File: src/pkg/fess_pkg.sv
package fess_pkg;
  // ***********************************
  // Timing
  // ***********************************
  localparam int CLK_NS        = 40;
  localparam int T_WP_NS       = 45;    // Write strobe low time
  localparam int T_ACC_NS      = 120;   // Read access time
  localparam int T_SUSP_MAX_NS = 10000; // Longest suspend entry
  localparam int T_WIN_NS      = 50000; // Sector collection window
  localparam int WP_CYC   = (T_WP_NS + CLK_NS - 1) / CLK_NS;
  localparam int ACC_CYC  = (T_ACC_NS + CLK_NS - 1) / CLK_NS;
  localparam int SUSP_CYC = T_SUSP_MAX_NS / CLK_NS;
  localparam int WIN_CYC  = T_WIN_NS / CLK_NS;
  // ***********************************
  // Software registers
  // ***********************************
  localparam logic [1:0] REG_CMD  = 2'h0;
  localparam logic [1:0] REG_ADDR = 2'h1;
  localparam logic [1:0] REG_DATA = 2'h2;
  localparam logic [1:0] REG_STAT = 2'h3;
  // ***********************************
  // Flash command set
  // ***********************************
  localparam logic [18:0] UNL1_ADDR = 19'h0_5555;
  localparam logic [18:0] UNL2_ADDR = 19'h0_2AAA;
  localparam logic [7:0]  D_UNL1    = 8'hAA;
  localparam logic [7:0]  D_UNL2    = 8'h55;
  localparam logic [7:0]  D_SETUP   = 8'h80;
  localparam logic [7:0]  D_PROG    = 8'hA0;
  localparam logic [7:0]  D_CHIP    = 8'h10;
  localparam logic [7:0]  D_SECT    = 8'h30;
  localparam logic [7:0]  D_SUSP    = 8'hB0;
  localparam logic [7:0]  D_RESET   = 8'hF0;
  localparam int SEC_LSB = 16;
  // Status bit positions on the data bus
  localparam int POLL_BIT   = 7;
  localparam int TOGGLE_BIT = 6;
  localparam int TLIM_BIT   = 5;
  localparam int FSTAGE_BIT = 4;
  typedef enum logic [3:0] {
    OP_RESET  = 4'h0,
    OP_CHIP   = 4'h1,
    OP_SECT   = 4'h2,
    OP_ADD    = 4'h3,
    OP_SUSP   = 4'h4,
    OP_RESUME = 4'h5,
    OP_READ   = 4'h6,
    OP_PROG   = 4'h7,
    OP_POLL   = 4'h8
  } fess_op_t;
  typedef struct packed {
    logic [18:0] addr;
    logic [7:0]  dq;
    logic        dq_oe;
    logic        cs_n;
    logic        oe_n;
    logic        we_n;
  } fess_pins_t;
  typedef struct packed {
    logic       refused;
    logic       win_open;
    logic       susp_tout;
    logic       fail_erase;
    logic       fail;
    logic       busy;
    logic [7:0] mask;
    logic [7:0] last;
  } fess_stat_t;
endpackage : fess_pkg

File: src/verilog/fess_host.sv
// What this block does
// - Chip erase is six writes: two unlocks, set-up, two unlocks, erase.
// - Unlocks go to 5555H and 2AAAH; set-up 80H, chip erase 10H.
// - Further 30H writes in the window add sectors and restart timer.
// - Sectors 0 to 7 may be selected in any order and number.
// - Host polls sector erase inside an erasing sector until bit 1.
// - Suspend takes up to 10us; wait for toggle stop elsewhere.
// - Time limit flag 1 means failure; host writes reset to recover.
// - Byte programming at any address order, across sectors.
//
// Chosen here: the strobed register port and the address map.
`timescale 1ns/1ps
`default_nettype none
module fess_host #(
  parameter int unsigned WIN_CYC = fess_pkg::WIN_CYC
) (
  // Clock and reset
  input  wire logic          MCLK_I,
  input  wire logic          RST_I,
  // Software port
  input  wire logic [1:0]    ADDR_I,
  input  wire logic [31:0]   WDATA_I,
  input  wire logic          WR_I,
  input  wire logic          RD_I,
  output logic [31:0]        RDATA_O,
  output logic               BUSY_O,
  // Flash pins
  output fess_pkg::fess_pins_t FL_O,
  input  wire logic [7:0]    FL_DQ_I
);
  // ***********************************
  // State and storage
  // ***********************************
  typedef enum logic [5:0] {
    S_IDLE = 6'h01,
    S_WSET = 6'h02,
    S_WLO  = 6'h04,
    S_WHI  = 6'h08,
    S_RLO  = 6'h10,
    S_RCHK = 6'h20
  } fess_state_t;
  fess_state_t        state;
  fess_pkg::fess_op_t op;
  fess_pkg::fess_stat_t st;
  logic        refused;
  logic        fail;
  logic        fail_erase;
  logic        susp_tout;
  logic [7:0]  sect_mask;
  logic [7:0]  last_read;
  logic [18:0] addr_reg;
  logic [7:0]  data_reg;
  logic [18:0] rd_addr;
  logic [2:0]  idx;
  logic [3:0]  cnt;
  logic        prev_tog;
  logic        have_prev;
  logic [15:0] win_cnt;
  logic [8:0]  susp_cnt;
  logic        start;
  logic        cmd_wr;
  logic [26:0] word;
  logic        last_wr;
  logic [2:0]  sect;
  fess_pkg::fess_op_t wop;

  assign wop    = fess_pkg::fess_op_t'(WDATA_I[3:0]);
  assign cmd_wr = WR_I && ADDR_I == fess_pkg::REG_CMD;
  assign start  = cmd_wr && state == S_IDLE &&
                  !(wop == fess_pkg::OP_ADD && !st.win_open);
  assign sect   = addr_reg[fess_pkg::SEC_LSB +: 3];

  function automatic logic [2:0] nwr(input fess_pkg::fess_op_t o);
    case (o)
      fess_pkg::OP_CHIP, fess_pkg::OP_SECT: nwr = 3'h6;
      fess_pkg::OP_PROG:                    nwr = 3'h4;
      fess_pkg::OP_READ, fess_pkg::OP_POLL: nwr = 3'h0;
      default:                              nwr = 3'h1;
    endcase
  endfunction : nwr

  // First sector whose mask bit equals want
  function automatic logic [2:0] pick(input logic [7:0] m, input logic want);
    pick = 3'h0;
    for (int i = 7; i >= 0; i--) begin
      if (m[i] == want) begin
        pick = 3'(i);
      end
    end
  endfunction : pick

  // Address and data of write idx of the current operation
  always_comb begin
    word = {addr_reg, fess_pkg::D_SECT};
    case (op)
      fess_pkg::OP_RESET:  word = {fess_pkg::UNL1_ADDR, fess_pkg::D_RESET};
      fess_pkg::OP_SUSP:   word = {addr_reg, fess_pkg::D_SUSP};
      fess_pkg::OP_ADD,
      fess_pkg::OP_RESUME: word = {addr_reg, fess_pkg::D_SECT};
      default: begin
        case (idx)
          3'h0, 3'h3: word = {fess_pkg::UNL1_ADDR, fess_pkg::D_UNL1};
          3'h1, 3'h4: word = {fess_pkg::UNL2_ADDR, fess_pkg::D_UNL2};
          3'h2:       word = {fess_pkg::UNL1_ADDR, fess_pkg::D_SETUP};
          default:    word = {fess_pkg::UNL1_ADDR, fess_pkg::D_CHIP};
        endcase
        if (op == fess_pkg::OP_PROG && idx == 3'h2) begin
          word = {fess_pkg::UNL1_ADDR, fess_pkg::D_PROG};
        end
        if (op == fess_pkg::OP_PROG && idx == 3'h3) begin
          word = {addr_reg, data_reg}; // Any address order
        end
        if (op == fess_pkg::OP_SECT && idx == 3'h5) begin
          word = {addr_reg, fess_pkg::D_SECT};
        end
      end
    endcase
  end
  assign last_wr = idx == 3'(nwr(op) - 3'h1);

  // ***********************************
  // Software registers
  // ***********************************
  always_ff @(posedge MCLK_I) begin
    if (RST_I) begin
      addr_reg <= 19'h0_0000;
      data_reg <= 8'h00;
    end else if (WR_I && ADDR_I == fess_pkg::REG_ADDR) begin
      addr_reg <= WDATA_I[18:0];
    end else if (WR_I && ADDR_I == fess_pkg::REG_DATA) begin
      data_reg <= WDATA_I[7:0];
    end
  end

  always_ff @(posedge MCLK_I) begin
    if (RST_I) begin
      RDATA_O <= 32'h0000_0000;
    end else if (RD_I) begin
      case (ADDR_I)
        fess_pkg::REG_ADDR: RDATA_O <= {13'h0000, addr_reg};
        fess_pkg::REG_DATA: RDATA_O <= {24'h00_0000, data_reg};
        fess_pkg::REG_STAT: RDATA_O <= {10'h000, st.refused, st.win_open,
                                        st.susp_tout, st.fail_erase,
                                        st.fail, st.busy, st.mask, st.last};
        default:            RDATA_O <= 32'h0000_0000;
      endcase
    end else begin
      RDATA_O <= 32'h0000_0000;
    end
  end

  // Refusal is sticky; a new refusal beats the clearing write
  always_ff @(posedge MCLK_I) begin
    if (RST_I) begin
      refused <= 1'b0;
    end else if (cmd_wr && !start) begin
      refused <= 1'b1;
    end else if (WR_I && ADDR_I == fess_pkg::REG_STAT) begin
      refused <= 1'b0;
    end
  end

  // ***********************************
  // Sector set and collection window
  // ***********************************
  always_ff @(posedge MCLK_I) begin
    if (RST_I) begin
      sect_mask <= 8'h00;
    end else if (start && wop == fess_pkg::OP_SECT) begin
      sect_mask <= 8'h01 << sect;
    end else if (start && wop == fess_pkg::OP_ADD) begin
      sect_mask <= sect_mask | (8'h01 << sect);
    end else if (start && wop == fess_pkg::OP_CHIP) begin
      sect_mask <= 8'hFF;
    end
  end

  // Host copy of the device timer; only a guide, the device decides
  always_ff @(posedge MCLK_I) begin
    if (RST_I) begin
      win_cnt <= 16'h0000;
    end else if (state == S_WHI && last_wr &&
                 (op == fess_pkg::OP_SECT || op == fess_pkg::OP_ADD)) begin
      win_cnt <= 16'(WIN_CYC);
    end else if (start && wop != fess_pkg::OP_ADD &&
                 wop != fess_pkg::OP_READ && wop != fess_pkg::OP_POLL) begin
      win_cnt <= 16'h0000; // Other command except read or poll aborts, suspend ends it
    end else if (win_cnt != 16'h0000) begin
      win_cnt <= win_cnt - 16'h0001;
    end
  end
  // One driver for the whole status word
  assign st = '{refused: refused, win_open: win_cnt != 16'h0000,
                susp_tout: susp_tout, fail_erase: fail_erase, fail: fail,
                busy: state != S_IDLE, mask: sect_mask, last: last_read};

  always_ff @(posedge MCLK_I) begin
    if (RST_I || state == S_IDLE) begin
      susp_cnt <= 9'h000;
    end else if (op == fess_pkg::OP_SUSP && susp_cnt != 9'(fess_pkg::SUSP_CYC)) begin
      susp_cnt <= susp_cnt + 9'h001;
    end
  end

  // ***********************************
  // Bus sequencer
  // ***********************************
  always_ff @(posedge MCLK_I) begin
    if (RST_I) begin
      state         <= S_IDLE;
      op            <= fess_pkg::OP_RESET;
      idx           <= 3'h0;
      cnt           <= 4'h0;
      rd_addr       <= 19'h0_0000;
      prev_tog      <= 1'b0;
      have_prev     <= 1'b0;
      last_read     <= 8'h00;
      fail          <= 1'b0;
      fail_erase    <= 1'b0;
      susp_tout     <= 1'b0;
      FL_O          <= '{addr: 19'h0_0000, dq: 8'h00, dq_oe: 1'b0,
                         cs_n: 1'b1, oe_n: 1'b1, we_n: 1'b1};
    end else begin
      case (state)
        S_IDLE: begin
          if (start) begin
            op            <= wop;
            idx           <= 3'h0;
            have_prev     <= 1'b0;
            fail          <= 1'b0;
            susp_tout     <= 1'b0;
            // Erase polls an erasing sector, suspend reads an idle one
            case (wop)
              fess_pkg::OP_POLL: rd_addr <= {pick(st.mask, 1'b1), 16'h0000};
              fess_pkg::OP_SUSP: rd_addr <= {pick(st.mask, 1'b0), 16'h0000};
              default:           rd_addr <= addr_reg;
            endcase
            state <= (nwr(wop) == 3'h0) ? S_RLO : S_WSET;
            cnt   <= 4'h0;
          end
        end
        S_WSET: begin
          {FL_O.addr, FL_O.dq} <= word;
          FL_O.dq_oe <= 1'b1;
          FL_O.cs_n  <= 1'b0;
          FL_O.we_n  <= 1'b0; // Falls on the same edge that drives address and data
          cnt        <= 4'h0;
          state      <= S_WLO;
        end
        S_WLO: begin
          cnt <= cnt + 4'h1;
          if (cnt == 4'(fess_pkg::WP_CYC - 1)) begin
            FL_O.we_n <= 1'b1; // Data held through the rise
            state     <= S_WHI;
          end
        end
        S_WHI: begin
          FL_O.cs_n  <= 1'b1;
          FL_O.dq_oe <= 1'b0;
          cnt        <= 4'h0;
          if (!last_wr) begin
            idx   <= idx + 3'h1;
            state <= S_WSET;
          end else if (op == fess_pkg::OP_CHIP || op == fess_pkg::OP_PROG ||
                       op == fess_pkg::OP_SUSP) begin
            state <= S_RLO;
          end else begin
            state <= S_IDLE;
          end
        end
        S_RLO: begin
          FL_O.addr <= rd_addr;
          FL_O.cs_n <= 1'b0;
          FL_O.oe_n <= 1'b0;
          cnt       <= cnt + 4'h1;
          if (cnt == 4'(fess_pkg::ACC_CYC - 1)) begin
            state <= S_RCHK;
          end
        end
        S_RCHK: begin
          FL_O.cs_n <= 1'b1;
          FL_O.oe_n <= 1'b1;
          last_read <= FL_DQ_I;
          prev_tog  <= FL_DQ_I[fess_pkg::TOGGLE_BIT];
          have_prev <= 1'b1;
          cnt       <= 4'h0;
          state     <= S_RLO;
          if (op == fess_pkg::OP_READ) begin
            state <= S_IDLE;
          end else if (op == fess_pkg::OP_SUSP) begin
            if (have_prev && prev_tog == FL_DQ_I[fess_pkg::TOGGLE_BIT]) begin
              state <= S_IDLE;
            end else if (susp_cnt == 9'(fess_pkg::SUSP_CYC)) begin
              susp_tout    <= 1'b1;
              state        <= S_IDLE;
            end
          end else if (op == fess_pkg::OP_PROG ?
                       FL_DQ_I[fess_pkg::POLL_BIT] == data_reg[fess_pkg::POLL_BIT] :
                       FL_DQ_I[fess_pkg::POLL_BIT]) begin
            state <= S_IDLE;
          end else if (FL_DQ_I[fess_pkg::TLIM_BIT]) begin
            fail          <= 1'b1;
            fail_erase    <= FL_DQ_I[fess_pkg::FSTAGE_BIT];
            op            <= fess_pkg::OP_RESET;
            idx           <= 3'h0;
            state         <= S_WSET;
          end
        end
        default: state <= S_IDLE;
      endcase
    end
  end

  always_ff @(posedge MCLK_I) begin
    if (RST_I) begin
      BUSY_O <= 1'b0;
    end else begin
      BUSY_O <= start || (state != S_IDLE && !(state == S_WHI && last_wr &&
                op != fess_pkg::OP_CHIP && op != fess_pkg::OP_PROG &&
                op != fess_pkg::OP_SUSP));
    end
  end
endmodule : fess_host
`default_nettype wire

File: config.mk
export PLATFORM = sky130hd
export DESIGN_NAME = fess_host
export DESIGN_NICKNAME = d
export VERILOG_FILES = /design/src/pkg/fess_pkg.sv /design/src/verilog/fess_host.sv
export SDC_FILE = /design/constraint.sdc
export NUM_CORES = 1
export LEC_CHECK = 0
export ABC_CLOCK_PERIOD_IN_PS = 5700
export BUFFER_PORTS_ARGS = -buffer_cell sky130_fd_sc_hd__clkbuf_2
export CAP_MARGIN = 15
export CORE_MARGIN = 2
export CORE_UTILIZATION = 28
export DETAILED_ROUTE_END_ITERATION = 8
export GPL_TIMING_DRIVEN = 0
export SLEW_MARGIN = 20
export SYNTH_ARGS = -nofsm -noshare
export SYNTH_HDL_FRONTEND = slang
export SYNTH_SLANG_ARGS = --single-unit
File: constraint.sdc
create_clock -name MCLK_I -period 5.7 [get_ports MCLK_I]
set_input_delay 0.57 -clock MCLK_I [delete_from_list [all_inputs] [get_ports MCLK_I]]
set_output_delay 0.57 -clock MCLK_I [all_outputs]
set_load 0.05 [all_outputs]
==> out/results.ini, run 1 <==
[layout]
final_common_cell=dfxtp_1
largest_reg_flops=31
drive_above_1_share_pct=16.1
final_nets=1055
max_flop_register=FL_O
n_antenna_cell=0
reg.largest.list=FL_O x31, RDATA_O x22
fill_cells=2693
finalInstanceArea_sq_um=8910
mostFrequentLayoutCells=dfxtp_1 (163), nand2_1 (131), a21oi_1 (99)
area_delta_synth_final_pct=20.4
final-instance-count-excl-fill=1345

[timing]
fin_hold_ws_ns=0.356
drv_slew=0
post-route-period-util_pct=48.7
setup-tns-final_ns=0
hold_violations=0
fin_crit_ns=2.78
fmax_ghz=0.360
finClkSkew_ns=0.0111
tightest_slew_ns=0.968
rsz0062_at_grt=false
setup_viol=0
max_slew_margin_pct=35.5

[detailed_routing]
dr_total_vias=6909
drt-vias-per-instance=5.14
drt_first_iter_violations=608
drtPass1Iterations=5
wirelength_mm=23.1
ant_nets=0
routedWlPerCell_um=17.2
drcViolationCount=0

[floorplanning]
fp.dieW_um=167
pin_count=110
rows=59
coreArea_sq_um=26000
die_y_um=167
start_util_pct=28.5
die-area_sq_um=27700

[critical_path]
critical_path_class=register to register
cp-end-kind=register
crit_fanout=8
cp-start-kind=register
required_ns=5.98
r2r_cells=8
r2r_slack_ns=2.92
arrival_ns=3.05

[power]
clockPowerShare_pct=40.5
ir_worst_vdd_v=0.000198
power.switching_uw=907
combPwrFrac_pct=18.1
leakage_uw=0.00328
intPower_uw=2120
seq_power_share_pct=41.4
swShare_pct=30.0
power.total_uw=3030
power_density_nw_per_um2=340

[synth]
avgSynthCellArea_sq_um=8.37
synth_edf_count=0
synth_area_sq_um=7400
yosys_warnings=0
synth_compound_area_share_pct=20.7
ys_types=76
synth_flop_cell=dfxtp_1
netlist_instances=884
synthXorXnorAreaFrac_pct=3.20
synth_top_family_by_area=simple AND/OR/NAND/NOR gates
synthArstFlopShare_pct=0
synth_mux_area_share_pct=2.03
yosysSeqAreaShare_pct=44.1
synth-simple-area-share_pct=23.3
yosys.area_share.adder_pct=2.03
ys_ff_latch=163

[clock_network]
cts_buffers=17
clock_path_buffers=2
htreeDepth=4
clock_sinks=163
cts_setup_buffers=0
clk_latency_ns=0.44
cts_resized=0
cts_hold_buf=0
cts_tree=yes
cts_root_buffer=clkbuf_16
path_clk_slew_ns=0.07

[place]
dp.cells=1313
dp.final_hpwl_mm=16.9
place_congestion=0.887
dpl_cell_area_sq_um=8280
io_buffers=85

[job]
max_cap_violations=0

[min_path]
hold_path.class=primary input to register
hold_depth=3

[grt]
grt_overflow=0
grt_pass1_wl_mm=36.1
grt_usage_pct=16.5
antenna_found_initial=0
grt_start_max_net_pins=17
grt_pass1_vias=6393

[status]
status=finished clean

final cells by class:
class	instances	area (sq um)	area share, %
Inverter	12	45.0	0.506
Clock inverter	14	188	2.11
Clock buffer	18	429	4.82
Multi-Input combinational cell	653	3850	43.2
Timing Repair Buffer	85	425	4.78
Buffer	65	290	3.26
Tap cell	335	419	4.71
Sequential cell	163	3260	36.6
power groups by stage:
| stage | clock [uW] | combinational, uW | sequential (uW) |
|---|---|---|---|
| 2_1_floorplan | 0 | 418 | 1280 |
| 3_3_place_gp | 0 | 536 | 1280 |
| 3_5_place_dp | 0 | 540 | 1280 |
| 4_1_cts | 1240 | 545 | 1250 |
| 5_1_grt | 1290 | 599 | 1260 |
| 6_report | 1230 | 547 | 1250 |
critical path, stage by stage, from the launching register on:
cell,delay [ns]
dfxtp_1,0.47
inv_1,0.14
ha_1,0.28
or4b_2,0.65
a21oi_1,0.19
nor2_1,0.07
a211o_1,0.45
a211oi_1,0.28
nor3_1,0.08
routing by layer:
layer  vias to the layer above  routed length (um)  global-route usage (%)
met4                         0                 302                    3.97
met5                         -                   0                       0
met1                      3301               10400                    22.1
met3                        26                1680                    4.06
li1                       3354                   -                       -
met2                       228               10700                    26.6
synthesized netlist by cell type, drive strengths merged, types with 7 or more instances:
| master | count | area [sq um] |
|---|---|---|
| nand3b | 8 | 60.1 |
| xnor2 | 15 | 131 |
| nor2b | 8 | 50.1 |
| nand2b | 7 | 43.8 |
| or3 | 8 | 55.1 |
| a22oi | 11 | 82.6 |
| and2 | 8 | 50.1 |
| a21oi | 99 | 495 |
| nand2 | 131 | 492 |
| mux2 | 8 | 90.1 |
| nor2 | 88 | 330 |
| o21ai | 23 | 115 |
| o22ai | 13 | 81.3 |
| and3 | 7 | 43.8 |
| ha | 12 | 150 |
| a22o | 14 | 123 |
| buf | 19 | 118 |
| a211oi | 26 | 213 |
| xor2 | 12 | 105 |
| nand3 | 40 | 200 |
| inv | 12 | 45.0 |
| clkbuf | 46 | 173 |
| dfxtp | 163 | 3260 |
| nor3 | 19 | 100 |
path summary, 6_finish.rpt:
path                                 start      endpoint
worst max-delay path                idx[0]      FL_O[12]
worst min-delay path            FL_DQ_I[1]  last_read[1]
worst max register to register      idx[0]      FL_O[12]
worst min register to register   susp_tout     susp_tout
through the flow:
stage | setup WS, ns | utilization [%]
2_1_floorplan | 3.36 | -
3_3_place_gp | 2.60 | 31.9
3_5_place_dp | 2.83 | 31.9
4_1_cts | 2.97 | 34.2
5_1_grt | 2.74 | 34.3
6_report | 2.92 | 34.3
cells by family after synthesis:
group | Yosys count
adders and majority gates | 12
AOI/OAI and AO/OA | 232
xor gates and xnor gates | 27
and+or+nand+nor | 358
other | 1
buffers and inverters | 77
muxes | 14
DFF | 163
Power figures use the tool's default switching activity.
==> inputs of run 2 (changes only) <==
--- a/config.mk
+++ b/config.mk
@@ -5,7 +5,7 @@
 export SDC_FILE = /design/constraint.sdc
 export NUM_CORES = 1
 export LEC_CHECK = 0
-export ABC_CLOCK_PERIOD_IN_PS = 5700
+export ABC_CLOCK_PERIOD_IN_PS = 2600
 export BUFFER_PORTS_ARGS = -buffer_cell sky130_fd_sc_hd__clkbuf_2
 export CAP_MARGIN = 15
 export CORE_MARGIN = 2
==> constraint.sdc (replaced) <==
create_clock -name MCLK_I -period 2.6 [get_ports MCLK_I]
set_input_delay 0.26 -clock MCLK_I [delete_from_list [all_inputs] [get_ports MCLK_I]]
set_output_delay 0.26 -clock MCLK_I [all_outputs]
set_load 0.05 [all_outputs]
==> out/results.ini, run 2 (synthesis gave the netlist of run 1 again) <==
[detailed_routing]
routedWlPerCell_um=17.2
drcViolationCount=0
drtPass1Iterations=5
drt-vias-per-instance=5.14
wirelength_mm=23.1
drt_first_iter_violations=550
ant_nets=0
dr_total_vias=6909

[timing]
fmax_ghz=0.400
fin_crit_ns=2.50
drv_slew=0
setup_viol=0
max_slew_margin_pct=40.7
post-route-period-util_pct=96.3
hold_violations=0
rsz0062_at_grt=false
finClkSkew_ns=0.0134
tightest_slew_ns=0.889

[min_path]
hold_path.class=primary input to register

[floorplanning]
pin_count=110
coreArea_sq_um=26000
fp.dieW_um=167
die-area_sq_um=27700
start_util_pct=28.5
die_y_um=167
rows=59

[critical_path]
crit_slowest_cell=or4b_2
worstPathCellList=inv_1, ha_1, or4b_2, a21oi_1, nor2_1, a211o_4, a211oi_2, nor3_1
cp_slowest_stage_delay_ns=0.65
cp-start-kind=register
critical_path_class=register to register
crit_fanout=8
cp-end-kind=register
required_ns=2.87
arrival_ns=2.78

[layout]
final_common_cell=dfxtp_1
max_flop_register=FL_O
mostFrequentLayoutCells=dfxtp_1 (161), nand2_1 (131), a21oi_1 (98)
drive_above_1_share_pct=17.2
final-instance-count-excl-fill=1344
reg.largest.list=FL_O x31, RDATA_O x22
n_antenna_cell=0
finalInstanceArea_sq_um=8950
final_nets=1054
fill_cells=2688
area_delta_synth_final_pct=21.0
largest_reg_flops=31

[clock_network]
cts_hold_buf=0
htreeDepth=4
path_clk_slew_ns=0.07
clk_latency_ns=0.44
cts_setup_buffers=0
clock_sinks=163
cts_buffers=17
cts_tree=yes
cts_root_buffer=clkbuf_16
clock_path_buffers=2

[grt]
grt_overflow=0
antenna_found_initial=0
grt_pass1_wl_mm=36.1
grt_pass1_vias=6399
grt_start_max_net_pins=17
grt_usage_pct=16.5

[place]
dpl_cell_area_sq_um=8280
dp.cells=1313
io_buffers=85
place_congestion=0.887
dp.final_hpwl_mm=16.9

[power]
power_density_nw_per_um2=743
ir_worst_vdd_v=0.000431
leakage_uw=0.00330

[job]
max_cap_violations=0

[status]
status=finished clean

## run 2: cell type report
class	count	area [sq um]	share of cell area, %
clock inverters	14	188	2.10
clock buffers	18	429	4.79
repair buffers	85	425	4.75
multi-input cells	653	3890	43.4
well taps	335	419	4.68
flip-flops and latches	163	3270	36.5
plain buffers	64	293	3.27
inverters	12	45.0	0.503
## run 2: per-layer routing
metal | part of all wire (%) | track usage, % | up-vias
met3 | 6.6 | 4.06 | 27
met4 | 1.3 | 3.64 | 0
li1 | - | - | 3351
met1 | 46 | 22.1 | 3311
met2 | 46 | 26.8 | 220
met5 | 0 | 0 | -
## run 2: worst paths after layout
| path | from | to | slack [ns] | cells past startpoint |
|---|---|---|---|---|
| setup / recovery | idx[0] | FL_O[12] | 0.1 | 8 |
| hold / removal | FL_DQ_I[1] | last_read[1] | 0.05 | 3 |
| setup reg to reg | idx[0] | FL_O[12] | 0.1 | 8 |
| hold reg to reg | rd_addr[14] | rd_addr[14] | 0.45 | 2 |
## run 2: through the flow
step | utilization [%] | hold WS, ns | worst slack, ns | setup TNS [ns] | power, uW
detailed placement | 31.9 | 0.439 | -0.0986 | -0.519 | 3980
floorplan | - | 0.396 | 0.258 | 0 | 3710
global route | 34.5 | 0.0430 | 0.00852 | 0 | 6920
CTS | 34.3 | 0.0451 | 0.00863 | 0 | 6650
global placement | 31.9 | 0.435 | -0.497 | -5.76 | 3970
finish | 34.5 | 0.0481 | 0.0973 | 0 | 6650
## run 2: where the power goes
part	total, uW	internal (uW)	leakage, uW	switching [uW]
Combinational	1210	490	0.00168	718
Clock	2700	1540	0.000299	1150
Sequential	2750	2620	0.00132	128
Total	6650	4660	0.00330	2000
## run 2: worst max-delay path, delay by kind of cell, from the launching register on
family	cells	cell delay, ns
AO/OA/AOI/OAI	3	0.80
AND/OR/NAND/NOR	3	0.79
flip-flops	1	0.39
adder cells (fa/ha/maj)	1	0.27
buffers and inverters	1	0.09
## run 2: repair_timing
action                     in CTS  in global routing
setup endpoints to repair      12                 28
gates resized for setup         3                 17
pin swaps                       0                  1
==> inputs of run 3 (changes only) <==
--- a/config.mk
+++ b/config.mk
@@ -12,6 +12,7 @@
 export CORE_UTILIZATION = 28
 export DETAILED_ROUTE_END_ITERATION = 8
 export GPL_TIMING_DRIVEN = 0
+export PLACE_DENSITY = 0.48
 export SLEW_MARGIN = 20
 export SYNTH_ARGS = -nofsm -noshare
 export SYNTH_HDL_FRONTEND = slang
==> out/results.ini, run 3 (synthesis gave the netlist of run 1 again) <==
[status]
status=finished clean

[timing]
drv_slew=0
fin_crit_ns=2.48
max_slew_margin_pct=38.5
tightest_slew_ns=0.922
hold_violations=0
post-route-period-util_pct=95.3
rsz0062_at_grt=false
setup-tns-final_ns=0
setup_viol=0
finClkSkew_ns=0.00978
fmax_ghz=0.404

[grt]
antenna_found_initial=0
grt_pass1_wl_mm=37.2
grt_overflow=0
grt_start_max_net_pins=17
grt_pass1_vias=6419
grt_usage_pct=17.3

[clock_network]
cts_tree=yes
cts_root_buffer=clkbuf_16
cts_buffers=17
htreeDepth=4
clock_path_buffers=2
clk_latency_ns=0.43
cts_setup_buffers=0
clock_sinks=163
path_clk_slew_ns=0.07

[floorplanning]
die_y_um=167
fp.dieW_um=167
rows=59
coreArea_sq_um=26000
pin_count=110
start_util_pct=28.5
die-area_sq_um=27700

[layout]
largest_reg_flops=31
fill_cells=2768
final-instance-count-excl-fill=1344
area_delta_synth_final_pct=19.9
n_antenna_cell=0
mostFrequentLayoutCells=dfxtp_1 (161), nand2_1 (131), a21oi_1 (98)
final_nets=1054
reg.largest.list=FL_O x31, RDATA_O x22
multiInputGateArea_sq_um=3880
drive_above_1_share_pct=17.2
final_common_cell=dfxtp_1
seqCellArea_sq_um=3270
max_flop_register=FL_O

[detailed_routing]
wl_met1_mm=11.6
drtPass1Iterations=4
met3_length_mm=1.11
wl_met2_mm=10.9
highest_layer=met4
drt-vias-per-instance=5.07
dr_total_vias=6814
wirelength_mm=24.1
ant_nets=0
drt_first_iter_violations=384
routedWlPerCell_um=17.9
drcViolationCount=0

[critical_path]
cp-start-kind=register
arrival_ns=2.76
worstPathCellList=inv_1, ha_1, or4b_2, a21oi_1, nor2_1, a211o_4, a211oi_1, nor3_1
cp-end-kind=register
critical_path_class=register to register
cp_slowest_stage_delay_ns=0.62
crit_slowest_cell=or4b_2
required_ns=2.88
crit_fanout=8

[power]
power_density_nw_per_um2=711
ir_worst_vdd_v=0.000429
leakage_uw=0.00326

[min_path]
hold_path.class=primary input to register

[place]
io_buffers=85
dp.cells=1313
dp.final_hpwl_mm=17.8
place_congestion=0.822

[job]
max_cap_violations=0

[run 3: changes by cell type in the layout (fill, tap and decap cells not counted), sizes merged]
cell	previous run	this run
inv	20	17
clkbuf	148	149
bufinv	3	0
clkinvlp	1	2
clkinv	2	6
[run 3: cell type report]
cell class | count | area share, %
tap | 335 | 4.72
multi-input combinational | 653 | 43.8
timing repair buffer | 85 | 4.80
clock inverter | 13 | 1.16
buffer | 64 | 3.31
sequential | 163 | 36.8
clock buffer | 19 | 4.88
inverter | 12 | 0.508
[run 3: what timing repair did]
action | in CTS | in global routing
hold buffers | 0 | 0
setup endpoints to repair | 19 | 51
pin swaps | 0 | 1
resized for setup | 6 | 17
[run 3: final timing paths]
| path | slack (ns) | end | start | cells after the start |
|---|---|---|---|---|
| worst max-delay path | 0.12 | FL_O[14] | idx[0] | 8 |
| worst min-delay path | 0.05 | addr_reg[12] | WDATA_I[12] | 3 |
| worst max register to register | 0.12 | FL_O[14] | idx[0] | 8 |
| worst min register to register | 0.45 | susp_tout | susp_tout | 2 |
[run 3: critical path, delay by kind of cell, from the launching register on]
kind	cells	cell delay, ns
buf+inv	1	0.10
flops	1	0.39
compound gates	3	0.81
fa+ha+maj	1	0.25
simple gates	3	0.76
[run 3: per-stage QoR]
step           instance area [sq um]  util, %  power [uW]  hold WS [ns]  setup WS [ns]
3_5_place_dp                    8280     31.9        4000         0.441         -0.146
2_1_floorplan                   7430        -        3710         0.396          0.258
3_3_place_gp                    8280     31.9        4000         0.436         -0.553
4_1_cts                         8840     34.0        6350        0.0387         0.0161
6_report                        8870     34.1        6310        0.0467          0.123
5_1_grt                         8870     34.1        6610        0.0476         0.0145
[run 3: report_power, final]
group | switching, uW | internal, uW | leakage (uW)
clock network | 1110 | 1240 | 0.000260
logic | 721 | 490 | 0.00168
registers | 124 | 2620 | 0.00132
total | 1960 | 4350 | 0.00326
[run 3: per-layer routing]
metal	vias to the layer above	GRT usage, %
met5	-	0
met4	0	5.36
met3	38	3.18
met2	174	27.0
met1	3254	24.2
li1	3348	-
